`config.mk`:
```
export PLATFORM = sky130hd
export DESIGN_NAME = synth_fastlock_power_ctrl
export DESIGN_NICKNAME = d
export VERILOG_FILES = /design/src/hw/synth_ctrl_pkg.sv /design/src/hw/synth_fastlock_power_ctrl.sv
export SDC_FILE = /design/constraint.sdc
export NUM_CORES = 1
export LEC_CHECK = 0
export ABC_AREA = 1
export BUFFER_PORTS_ARGS = -buffer_cell sky130_fd_sc_hd__buf_2
export CORE_MARGIN = 2
export CORE_UTILIZATION = 40
export CTS_CLUSTER_DIAMETER = 100
export DETAILED_ROUTE_END_ITERATION = 16
export PLACE_DENSITY = 0.74
export SLEW_MARGIN = 0
export SYNTH_ARGS = -nofsm -noshare
export SYNTH_HDL_FRONTEND = slang
export SYNTH_SLANG_ARGS = --single-unit
```
`constraint.sdc`:
```
create_clock -name ref_clk -period 2.36 [get_ports ref_clk]
set_clock_uncertainty 0.1 [all_clocks]
set_input_delay 0 -clock ref_clk [delete_from_list [all_inputs] [get_ports ref_clk]]
set_output_delay 0 -clock ref_clk [all_outputs]
set_load 0.005 [all_outputs]
```
`src/hw/synth_ctrl_pkg.sv`:
```
package synth_ctrl_pkg;
  // Register numbers on the programming port
  localparam logic [3:0] ADDR_FRAC_OUT = 4'h3;
  localparam logic [3:0] ADDR_FL_TIMING = 4'h4;
  localparam logic [3:0] ADDR_POWER = 4'h5;
  localparam logic [3:0] ADDR_FILTER = 4'h6;
  // Field positions, fraction and output setup
  localparam int WIDE_FRAC_BIT = 0;
  localparam int HALVER_BIT = 1;
  // Field positions, fastlock timing
  localparam int TOC_LSB = 0;
  localparam int FL_CUR_LSB = 14;
  localparam int NORM_CUR_LSB = 18;
  // Field positions, power and reset
  localparam int EN_LSB = 0;
  localparam int REG_RST_BIT = 7;
  // Field positions, loop filter
  localparam int CAP_LSB = 0;
  localparam int RES1_LSB = 3;
  localparam int RES2_LSB = 5;
  localparam int RES1_FL_LSB = 7;
  localparam int RES2_FL_LSB = 9;
  // Reset values
  localparam logic [23:0] RST_FRAC_OUT = 24'h000000;
  localparam logic [23:0] RST_FL_TIMING = 24'h000000;
  localparam logic [23:0] RST_POWER = 24'h00007f;
  localparam logic [23:0] RST_FILTER = 24'h000000;
  // Timeout codes
  localparam logic [13:0] TOC_HIZ = 14'h0000;
  localparam logic [13:0] TOC_FOREVER = 14'h0001;
  localparam logic [13:0] TOC_LOW = 14'h0002;
  localparam logic [13:0] TOC_HIGH = 14'h0003;
  localparam logic [13:0] TOC_MIN_COUNT = 14'h0004;
  // Widths
  localparam int FRAC_W = 22;
  localparam int FRAC_NARROW_W = 12;
  localparam int NUM_EN = 7;

  typedef struct packed {
    logic valid;
    logic [3:0] addr;
    logic [23:0] data;
  } reg_write_t;
endpackage

```
`src/hw/synth_fastlock_power_ctrl.sv`:
```
`timescale 1ns/10ps
// Operation
// - Wide fraction mode uses all 22 numerator and denominator bits.
// - Narrow fraction mode uses the low 12 bits and ignores the rest.
// - Halver select passes the oscillator at 0 and halves it at 1.
// - Timeout codes 0, 2 and 3 disable fastlock; pin is hi-Z, low or high.
// - A timeout code of 4 or more holds fastlock for twice the code.
// - Timeout code 1 drives the pin low and keeps fastlock engaged.
// - Counting grounds the pin and selects fast current and resistors.
// - In fastlock the pump multiplier is the fast current code plus one.
// - Each of seven block enables powers up at 1, down at 0, default 1.
// - A reset bit of 1 restores all defaults and powers the part down.
// - A next power write with reset 0 releases reset; blocks stay off.
// - Capacitor code selects its pF pair; codes 6 and 7 give 50/150.
// - Each resistor code selects 10, 20, 30 or 40 kilohm for 0 to 3.
module synth_fastlock_power_ctrl
  import synth_ctrl_pkg::*;
(
  input wire logic ref_clk,
  input wire logic rst_n,
  input wire reg_write_t reg_wr,
  input wire logic pd_clk_pin,
  input wire logic [FRAC_W-1:0] frac_num_raw,
  input wire logic [FRAC_W-1:0] frac_den_raw,
  output logic [FRAC_W-1:0] frac_num_eff_ff,
  output logic [FRAC_W-1:0] frac_den_eff_ff,
  output logic osc_output_halver_sel_ff,
  output logic fastlock_pin_out_ff,
  output logic fastlock_pin_oe_ff,
  output logic fastlock_active_ff,
  output logic [4:0] pump_mult_ff,
  output logic [5:0] first_res_kohm_ff,
  output logic [5:0] second_res_kohm_ff,
  output logic [7:0] c3_pf_ff,
  output logic [7:0] c4_pf_ff,
  output logic [NUM_EN-1:0] block_power_ff,
  output logic reg_reset_active_ff
);

  ////////////////////////////////////////////////////////////////////////////
  function automatic logic [5:0] kohm(input logic [1:0] code);
    kohm = 6'((code + 3'h1) * 4'ha);
  endfunction

  function automatic logic [15:0] cap_pair(input logic [2:0] code);
    logic [15:0] p;
    p = 16'h3296;
    unique case (code)
      3'h0: p = 16'h3232;
      3'h1: p = 16'h3264;
      3'h2: p = 16'h3296;
      3'h3: p = 16'h6432;
      3'h4: p = 16'h9632;
      3'h5: p = 16'h6464;
      3'h6: p = 16'h3296;
      3'h7: p = 16'h3296;
    endcase
    cap_pair = p;
  endfunction

  ////////////////////////////////////////////////////////////////////////////
  logic [23:0] frac_out_ff, fl_timing_ff, power_ff, filter_ff;
  logic hold_off_ff;
  logic [14:0] cnt_ff;
  logic pd_s1_ff, pd_s2_ff, pd_s3_ff;

  wire wr_r3 = reg_wr.valid && reg_wr.addr == ADDR_FRAC_OUT;
  wire wr_r4 = reg_wr.valid && reg_wr.addr == ADDR_FL_TIMING;
  wire wr_r5 = reg_wr.valid && reg_wr.addr == ADDR_POWER;
  wire wr_r6 = reg_wr.valid && reg_wr.addr == ADDR_FILTER;
  wire rst_bit = reg_wr.data[REG_RST_BIT];
  wire reg_clear = wr_r5 && rst_bit;
  wire release_wr = wr_r5 && !rst_bit && reg_reset_active_ff;
  wire enable_wr = wr_r5 && !rst_bit && !reg_reset_active_ff;
  wire [13:0] new_toc = reg_wr.data[TOC_LSB +: 14];

  wire wide_q = frac_out_ff[WIDE_FRAC_BIT];
  wire halver_q = frac_out_ff[HALVER_BIT];
  wire [13:0] toc_q = fl_timing_ff[TOC_LSB +: 14];
  wire [3:0] fl_cur_q = fl_timing_ff[FL_CUR_LSB +: 4];
  wire [3:0] norm_cur_q = fl_timing_ff[NORM_CUR_LSB +: 4];
  wire [NUM_EN-1:0] en_q = power_ff[EN_LSB +: NUM_EN];
  wire [2:0] cap_q = filter_ff[CAP_LSB +: 3];
  wire pd_tick = pd_s2_ff && !pd_s3_ff;

  // Code 1 never expires; otherwise only a loaded count engages
  wire fl_active = (toc_q == TOC_FOREVER)
    || (cnt_ff != 15'h0000);

  wire [14:0] nxt_cnt = reg_clear ? 15'h0000 :
    wr_r4 ? ((new_toc >= TOC_MIN_COUNT) ? {new_toc, 1'b0} : 15'h0000) :
    (pd_tick && cnt_ff != 15'h0000) ? 15'(cnt_ff - 15'h0001) :
    cnt_ff;

  wire nxt_pin_oe = fl_active || toc_q == TOC_LOW || toc_q == TOC_HIGH;
  wire nxt_pin_out = !fl_active && toc_q == TOC_HIGH;

  wire [3:0] cur_sel = fl_active ? fl_cur_q : norm_cur_q;
  wire [1:0] res1_sel = fl_active ? filter_ff[RES1_FL_LSB +: 2] :
    filter_ff[RES1_LSB +: 2];
  wire [1:0] res2_sel = fl_active ? filter_ff[RES2_FL_LSB +: 2] :
    filter_ff[RES2_LSB +: 2];
  wire [15:0] caps = cap_pair(cap_q);

  // Upper bits ignored in narrow mode; saves the wide datapath power
  wire [FRAC_W-1:0] narrow_mask = {{(FRAC_W-FRAC_NARROW_W){1'b0}},
    {FRAC_NARROW_W{1'b1}}};
  wire [FRAC_W-1:0] frac_mask = wide_q ? {FRAC_W{1'b1}} : narrow_mask;
  wire [FRAC_W-1:0] nxt_num = frac_num_raw & frac_mask;
  wire [FRAC_W-1:0] nxt_den = frac_den_raw & frac_mask;
  wire [NUM_EN-1:0] nxt_power = hold_off_ff ? '0 : en_q;

  ////////////////////////////////////////////////////////////////////////////
  // Phase detector clock is foreign; two stages before edge detect
  always_ff @(posedge ref_clk)
  begin
    pd_s1_ff <= rst_n && pd_clk_pin;
    pd_s2_ff <= rst_n && pd_s1_ff;
    pd_s3_ff <= rst_n && pd_s2_ff;
  end

  always_ff @(posedge ref_clk)
  begin
    if (!rst_n || reg_clear)
    begin
      frac_out_ff <= RST_FRAC_OUT;
      fl_timing_ff <= RST_FL_TIMING;
      power_ff <= RST_POWER;
      filter_ff <= RST_FILTER;
    end
    else
    begin
      if (wr_r3)
        frac_out_ff <= reg_wr.data;
      if (wr_r4)
        fl_timing_ff <= reg_wr.data;
      if (enable_wr)
        power_ff <= reg_wr.data;
      if (wr_r6)
        filter_ff <= reg_wr.data;
    end
  end

  // Part stays off from power-up until the enabling write
  always_ff @(posedge ref_clk)
  begin
    if (!rst_n)
    begin
      hold_off_ff <= 1'b1;
      reg_reset_active_ff <= 1'b0;
      cnt_ff <= 15'h0000;
    end
    else
    begin
      hold_off_ff <= reg_clear || release_wr || (hold_off_ff && !enable_wr);
      reg_reset_active_ff <= reg_clear || (reg_reset_active_ff && !release_wr);
      cnt_ff <= nxt_cnt;
    end
  end

  always_ff @(posedge ref_clk)
  begin
    if (!rst_n)
    begin
      frac_num_eff_ff <= '0;
      frac_den_eff_ff <= '0;
      osc_output_halver_sel_ff <= 1'b0;
      fastlock_pin_out_ff <= 1'b0;
      fastlock_pin_oe_ff <= 1'b0;
      fastlock_active_ff <= 1'b0;
      pump_mult_ff <= 5'h01;
      first_res_kohm_ff <= 6'h0a;
      second_res_kohm_ff <= 6'h0a;
      c3_pf_ff <= 8'h32;
      c4_pf_ff <= 8'h32;
      block_power_ff <= '0;
    end
    else
    begin
      frac_num_eff_ff <= nxt_num;
      frac_den_eff_ff <= nxt_den;
      osc_output_halver_sel_ff <= halver_q;
      fastlock_pin_out_ff <= nxt_pin_out;
      fastlock_pin_oe_ff <= nxt_pin_oe;
      fastlock_active_ff <= fl_active;
      pump_mult_ff <= 5'(cur_sel + 5'h01);
      first_res_kohm_ff <= kohm(res1_sel);
      second_res_kohm_ff <= kohm(res2_sel);
      c3_pf_ff <= caps[15:8];
      c4_pf_ff <= caps[7:0];
      block_power_ff <= nxt_power;
    end
  end
endmodule

```
==> impl_results.md, run 1 <==
- Status: finished, final reports clean
- Slew of the pin with the lowest slew margin: 706 ps
- I/O pin count: 165
- Core box area: 13200 um2
- Number of synthesized flops with an enable pin: 0
- Synth area leader: dfxtp_1
- Initial Utilization: 0.411
- Startpoint Class: flop
- Crit Path Class: reg -> reg
- Critical Path Fanout Max: 8
- Fin cells: 1113
- Global-route wire length before repair: 22.8 mm
- Yosys top cell area share: 0.515
- Yosys reg bits: 140
- Power share of the clock group: 0.415
- Die Wd: 121 um
- Initial drt markers: 328
- Post-Route Utilization: 0.577
- Critical Path AT: 2300 ps
- Routed vias: 5001
- Dominant synthesized flop cell: dfxtp_1
- Synth Area in Simple Gates: 0.224
- RSZ-0062 raised after global routing: false
- Number of global-route vias before repair: 4836
- Hold_ws: 200 ps
- DRC: 0
- Net Sw Power: 1540 uW
- Via/cell ratio: 4.49
- Antenna Nets Post-Route: 0
- Worst-path clk slew: 60 ps
- Cells after Synth: 693
- Overall routed net length: 14.4 mm
- H-Tree Level Count: 4
- Wirelength per Cell: 13.0 um
- Clock Path Buffers: 2
- Tot GR Track Use: 0.202
- Final HPWL DP: 9.49 mm
- GPL Wtd Cong: 0.878
- Pin count of the biggest net entering global routing: 41
- Leakage: 0.00387 uW
- CTS tree: done
- Synth Cell Area: 5440 um2
- Switching Fraction: 0.268
- Maximum vdd drop: 0.519 mV
- Sum Neg Setup Slack: 0 ps
- DR pass1 iterations: 4
- # placed instances: 1001
- Post-synthesis mux area share: 0
- Area Overhead vs Synth: 40.5%
- # clock sinks: 140
- Power density cells: 751 nW/um2
- Slowest CP cell: dfxtp_1
- Hold violation count in the final report: 0
- Async S/R FF share, synth: 0
- Yosys cell types: 39
- CTS Root Cell: clkbuf_16
- Slew headroom: 0.528
- Cell breakdown of the critical path: inv_1 -> ha_1 -> inv_1 -> nor2_1 -> nand3_1 -> nor2_4 -> nand2_4 -> o21ai_1 -> ha_1 -> nor2_1
- Synth Area in Compound Gates: 0.104
- Nature of the critical path endpoint: flop
- Mean Syn Cell Area: 7.85 um2
- Die Height: 121 um
- Fin crit share: 0.869
- Die Area: 14500 um2
- # rows: 42
- # diodes: 0
- Combinational fraction of design power: 0.152
- Top post-synthesis cells by area: dfxtp_1 52%, nand2_1 9.7%, inv_1 7.6%
- Synth cell count leaders: 140 x dfxtp_1, 140 x nand2_1, 110 x inv_1
- Adder-Cell Fraction of Synth Area: 0.0299
- Critical path data required time: 2610 ps
- Share of layout cells above drive strength 1: 0.232
- CP max stage delay: 320 ps
- Clk_lat worst skew: 420 ps
- Int Pwr: 4200 uW
- Yosys warning total: 0
- Largest family of logic cells by synthesized area: simple AND/OR/NAND/NOR gates
- Max Cap Viol: 0
- Initial antenna violation count: 0
- Max Slew Vio Count: 0
- Post-CTS Setup Bufs: 0
- Nets: 1014
- Setup-failing EPs final: 0
- Xor-xnor portion of the synthesized cell area: 0.0129
- Grt ovf: 0
- Tmin final: 2050 ps
- CTS buffer count: 17
- Sequential area share after synthesis: 0.515
- Reg power frac: 0.433
- Port bufs: 156
- Max Freq: 0.487 GHz
- HP Class: in -> reg
## power by group through the flow
stage | Sequential [uW] | Combinational, uW | Clock (uW)
after floorplan | 2540 | 538 | 0
after global placement | 2530 | 738 | 0
after detailed placement | 2540 | 752 | 0
after CTS | 2480 | 863 | 2420
after global routing | 2490 | 971 | 2520
final | 2490 | 870 | 2380
## critical path: cells and delay by family, from the launching register on
kind	cells	cell delay, ps
adders and majority gates	2	450
DFF	1	320
and+or+nand+nor	5	670
AOI/OAI and AO/OA	1	250
buffers and inverters	2	200
## worst paths after layout
kind	startpoint	end	slack (ps)	depth (start not counted)
worst max-delay path	cnt_ff[0]$_SDFFE_PP0P_	first_res_kohm_ff[4]$_SDFF_PN0_	310	10
worst min-delay path	frac_num_raw[2]	frac_num_eff_ff[2]$_SDFF_PN0_	200	4
worst max register to register	cnt_ff[0]$_SDFFE_PP0P_	first_res_kohm_ff[4]$_SDFF_PN0_	310	10
worst min register to register	pd_s1_ff$_DFF_P_	pd_s2_ff$_DFF_P_	330	2
## through the flow
step / setup slack (ps) / power, uW / instance area [um2]
4_1_cts: 181 / 5760 / 7640
3_3_place_gp: 303 / 3270 / 6310
2_1_floorplan: 471 / 3070 / 5460
6_report: 308 / 5740 / 7640
5_1_grt: 69.0 / 5980 / 7640
3_5_place_dp: 222 / 3290 / 6310
## placed cells by master (no fill, tap or decap), types with 2 or more instances in the layout
cell and instances:
a31oi_1 7, inv_1 110, inv_2 4, ha_1 13, o21ai_0 28, clkbuf_16 17, nor2_1 85, or2_2 4
o22ai_1 2, o21ai_1 4, dfxtp_1 140, buf_2 156, nor2_4 4, clkinvlp_4 4, xor2_1 7, clkbuf_1 2
nor2_2 3, nand2_4 4, nand3_1 17, nor3_2 2, nor3_1 7, a21oi_1 58, clkbuf_8 2, nand3b_1 2
nand2_1 140, nand2_2 5, clkinv_2 4, inv_6 2, conb_1 6, dlygate4sd3_1 81, buf_4 2, nor4_1 3
## layout make-up
cell class	instances	area (um2)
Clock buffer	21	460
Multi-Input combinational cell	412	2040
Tap cell	176	220
Fill cell	1164	5600
Sequential cell	140	2800
Clock inverter	10	67.6
Inverter	114	428
Timing Repair Buffer	240	1630
## metal layers
layer	wire length, um	global-route usage
met3	744	0.0495
met2	7110	0.342
met1	6180	0.237
met4	413	0.0996
met5	0	0
## cell families after synthesis
logic type      after synthesis
simple gates                280
buf+inv                     146
compound gates              105
xor+xnor                      8
other cells                   1
fa+ha+maj                    13
flops                       140
## registers in the layout, summed over array words and instances, names as in the netlist, named ones only
register,flops
pd_s3_ff,1
fastlock_pin_out_ff,1
fastlock_pin_oe_ff,1
pump_mult_ff,5
frac_out_ff,2
power_ff,7
frac_num_eff_ff,22
pd_s2_ff,1
block_power_ff,7
fl_timing_ff,22
c3_pf_ff,5
second_res_kohm_ff,4
filter_ff,11
first_res_kohm_ff,4
hold_off_ff,1
c4_pf_ff,5
pd_s1_ff,1
fastlock_active_ff,1
osc_output_halver_sel_ff,1
cnt_ff,15
frac_den_eff_ff,22
## timing repair
item,4_1_cts,5_1_grt
setup endpoints to repair,0,3
hold buffers,81,0
endpoints found under the hold margin,112,0
resized for setup,0,2
No activity file was read; power rests on OpenSTA's default activity.
==> run 2, diff against run 1 <==
--- a/config.mk
+++ b/config.mk
@@ -9,6 +9,7 @@
 export BUFFER_PORTS_ARGS = -buffer_cell sky130_fd_sc_hd__buf_2
 export CORE_MARGIN = 2
 export CORE_UTILIZATION = 40
+export CTS_BUF_LIST = sky130_fd_sc_hd__clkbuf_8
 export CTS_CLUSTER_DIAMETER = 100
 export DETAILED_ROUTE_END_ITERATION = 16
 export PLACE_DENSITY = 0.74
==> run 2 against run 1 <==
Sequential power barely moved. Sequential share of layout area rose by 0.39 points. Maximum frequency fell by 9.5%. Worst setup slack got worse by 220 ps. Flip-flop and latch count did not move. First-iteration DRC count fell by 1.2%. Die area did not move. Largest cell class unchanged.
==> impl_results.md, run 2 (same netlist as run 1, synthesis figures left out) <==
- Status: finished, final reports clean
- Top Registers: fl_timing_ff (22), frac_den_eff_ff (22), frac_num_eff_ff (22)
- Max Cap Viol: 0
- Critical Path AT: 2560 ps
- Share of layout cells above drive strength 1: 0.231
- # clock sinks: 140
- DRC: 0
- Initial Utilization: 0.411
- Tot GR Track Use: 0.201
- Nets: 1024
- Setup-failing EPs final: 0
- HP Class: in -> reg
- Die Wd: 121 um
- Max Slew Vio Count: 0
- Slew headroom: 0.523
- Initial antenna violation count: 0
- Die Area: 14500 um2
- Global-route wire length before repair: 22.9 mm
- Port bufs: 156
- GPL Wtd Cong: 0.878
- Maximum vdd drop: 0.318 mV
- Sum Neg Setup Slack: 0 ps
- Most common cell after layout, fill and taps aside: buf_2
- Hold_ws: 20.2 ps
- Final HPWL DP: 9.49 mm
- Clock Path Buffers: 2
- Routed vias: 5081
- Hold_sp: rst_n
- Nature of the critical path endpoint: flop
- Overall routed net length: 14.5 mm
- Die Height: 121 um
- Initial drt markers: 324
- Critical path data required time: 2660 ps
- Leakage: 0.00383 uW
- Crit Path Class: reg -> reg
- H-Tree Level Count: 4
- Antenna Nets Post-Route: 0
- Wirelength per Cell: 12.9 um
- # diodes: 0
- DR pass1 iterations: 5
- Worst-path clk slew: 80 ps
- Critical Path Fanout Max: 14
- Startpoint Class: flop
- Pin count of the biggest net entering global routing: 41
- Max Freq: 0.441 GHz
- Core box area: 13200 um2
- Grt ovf: 0
- Slew of the pin with the lowest slew margin: 715 ps
- CTS Root Cell: clkbuf_8
- Tmin final: 2270 ps
- Area Overhead vs Synth: 39.1%
- Number of global-route vias before repair: 4842
- Post-CTS Setup Bufs: 0
- Fin cells: 1123
- # placed instances: 1001
- Fin crit share: 0.961
- Leading cell types in the layout, fill and taps excluded: 156 x buf_2, 140 x dfxtp_1, 139 x nand2_1
- Via/cell ratio: 4.52
- Power density cells: 665 nW/um2
- Clk_lat worst skew: 450 ps
- CTS tree: done
- I/O pin count: 165
- Hold violation count in the final report: 0
- # rows: 42
- CTS buffer count: 17
-- run 2: final cells by class --
class	count	area, um2
clock buffers	19	262
fillers	1191	5680
flip-flops and latches	140	2800
repair buffers	250	1730
multi-input cells	412	2050
inverters	114	428
well taps	176	220
clock inverters	12	75.1
-- run 2: report_power, final --
part / total (uW) / leakage, uW / switching (uW) / internal (uW)
Clock: 1670 / 0.000173 / 905 / 764
Combinational: 877 / 0.00252 / 503 / 374
Sequential: 2480 / 0.00114 / 41.6 / 2440
Total: 5030 / 0.00383 / 1450 / 3580
-- run 2: worst paths after layout --
check | slack (ps) | end | cells past startpoint
worst max-delay path | 90 | power_ff[0]$_SDFFE_PP1P_ | 5
worst min-delay path | 20 | power_ff[2]$_SDFFE_PP1P_ | 4
worst max register to register | 90 | power_ff[0]$_SDFFE_PP1P_ | 5
worst min register to register | 330 | pd_s2_ff$_DFF_P_ | 2
-- run 2: what timing repair did --
| item | in CTS | in global routing |
|---|---|---|
| endpoints found under the setup margin | 0 | 6 |
| endpoints found under the hold margin | 115 | 0 |
| gates resized for setup | 0 | 5 |
| hold buffers | 91 | 0 |
-- run 2: metal layers --
layer	track usage	part of all wire	routed length, um	vias up
li1	-	-	-	2594
met3	0.0547	0.058	848	34
met2	0.337	0.48	7000	171
met1	0.243	0.43	6300	2282
met4	0.0879	0.026	385	0
met5	0	0	0	-
-- run 2: worst max-delay path: stages (launching register included) --
cell and delay, ps:
dfxtp_1 350, nor3_4 420, a21oi_1 120, dlygate4sd3_1 590
o21ai_0 80, dlygate4sd3_1 570
-- run 2: metrics by stage --
stage | worst slack [ps] | instance area, um2 | util | power (uW)
global route | -0.970 | 7560 | 0.571 | 5270
finish | 92.3 | 7560 | 0.571 | 5030
CTS | 84.5 | 7550 | 0.570 | 5060
global placement | 303 | 6310 | 0.476 | 3270
detailed placement | 222 | 6310 | 0.476 | 3290
floorplan | 471 | 5460 | - | 3070
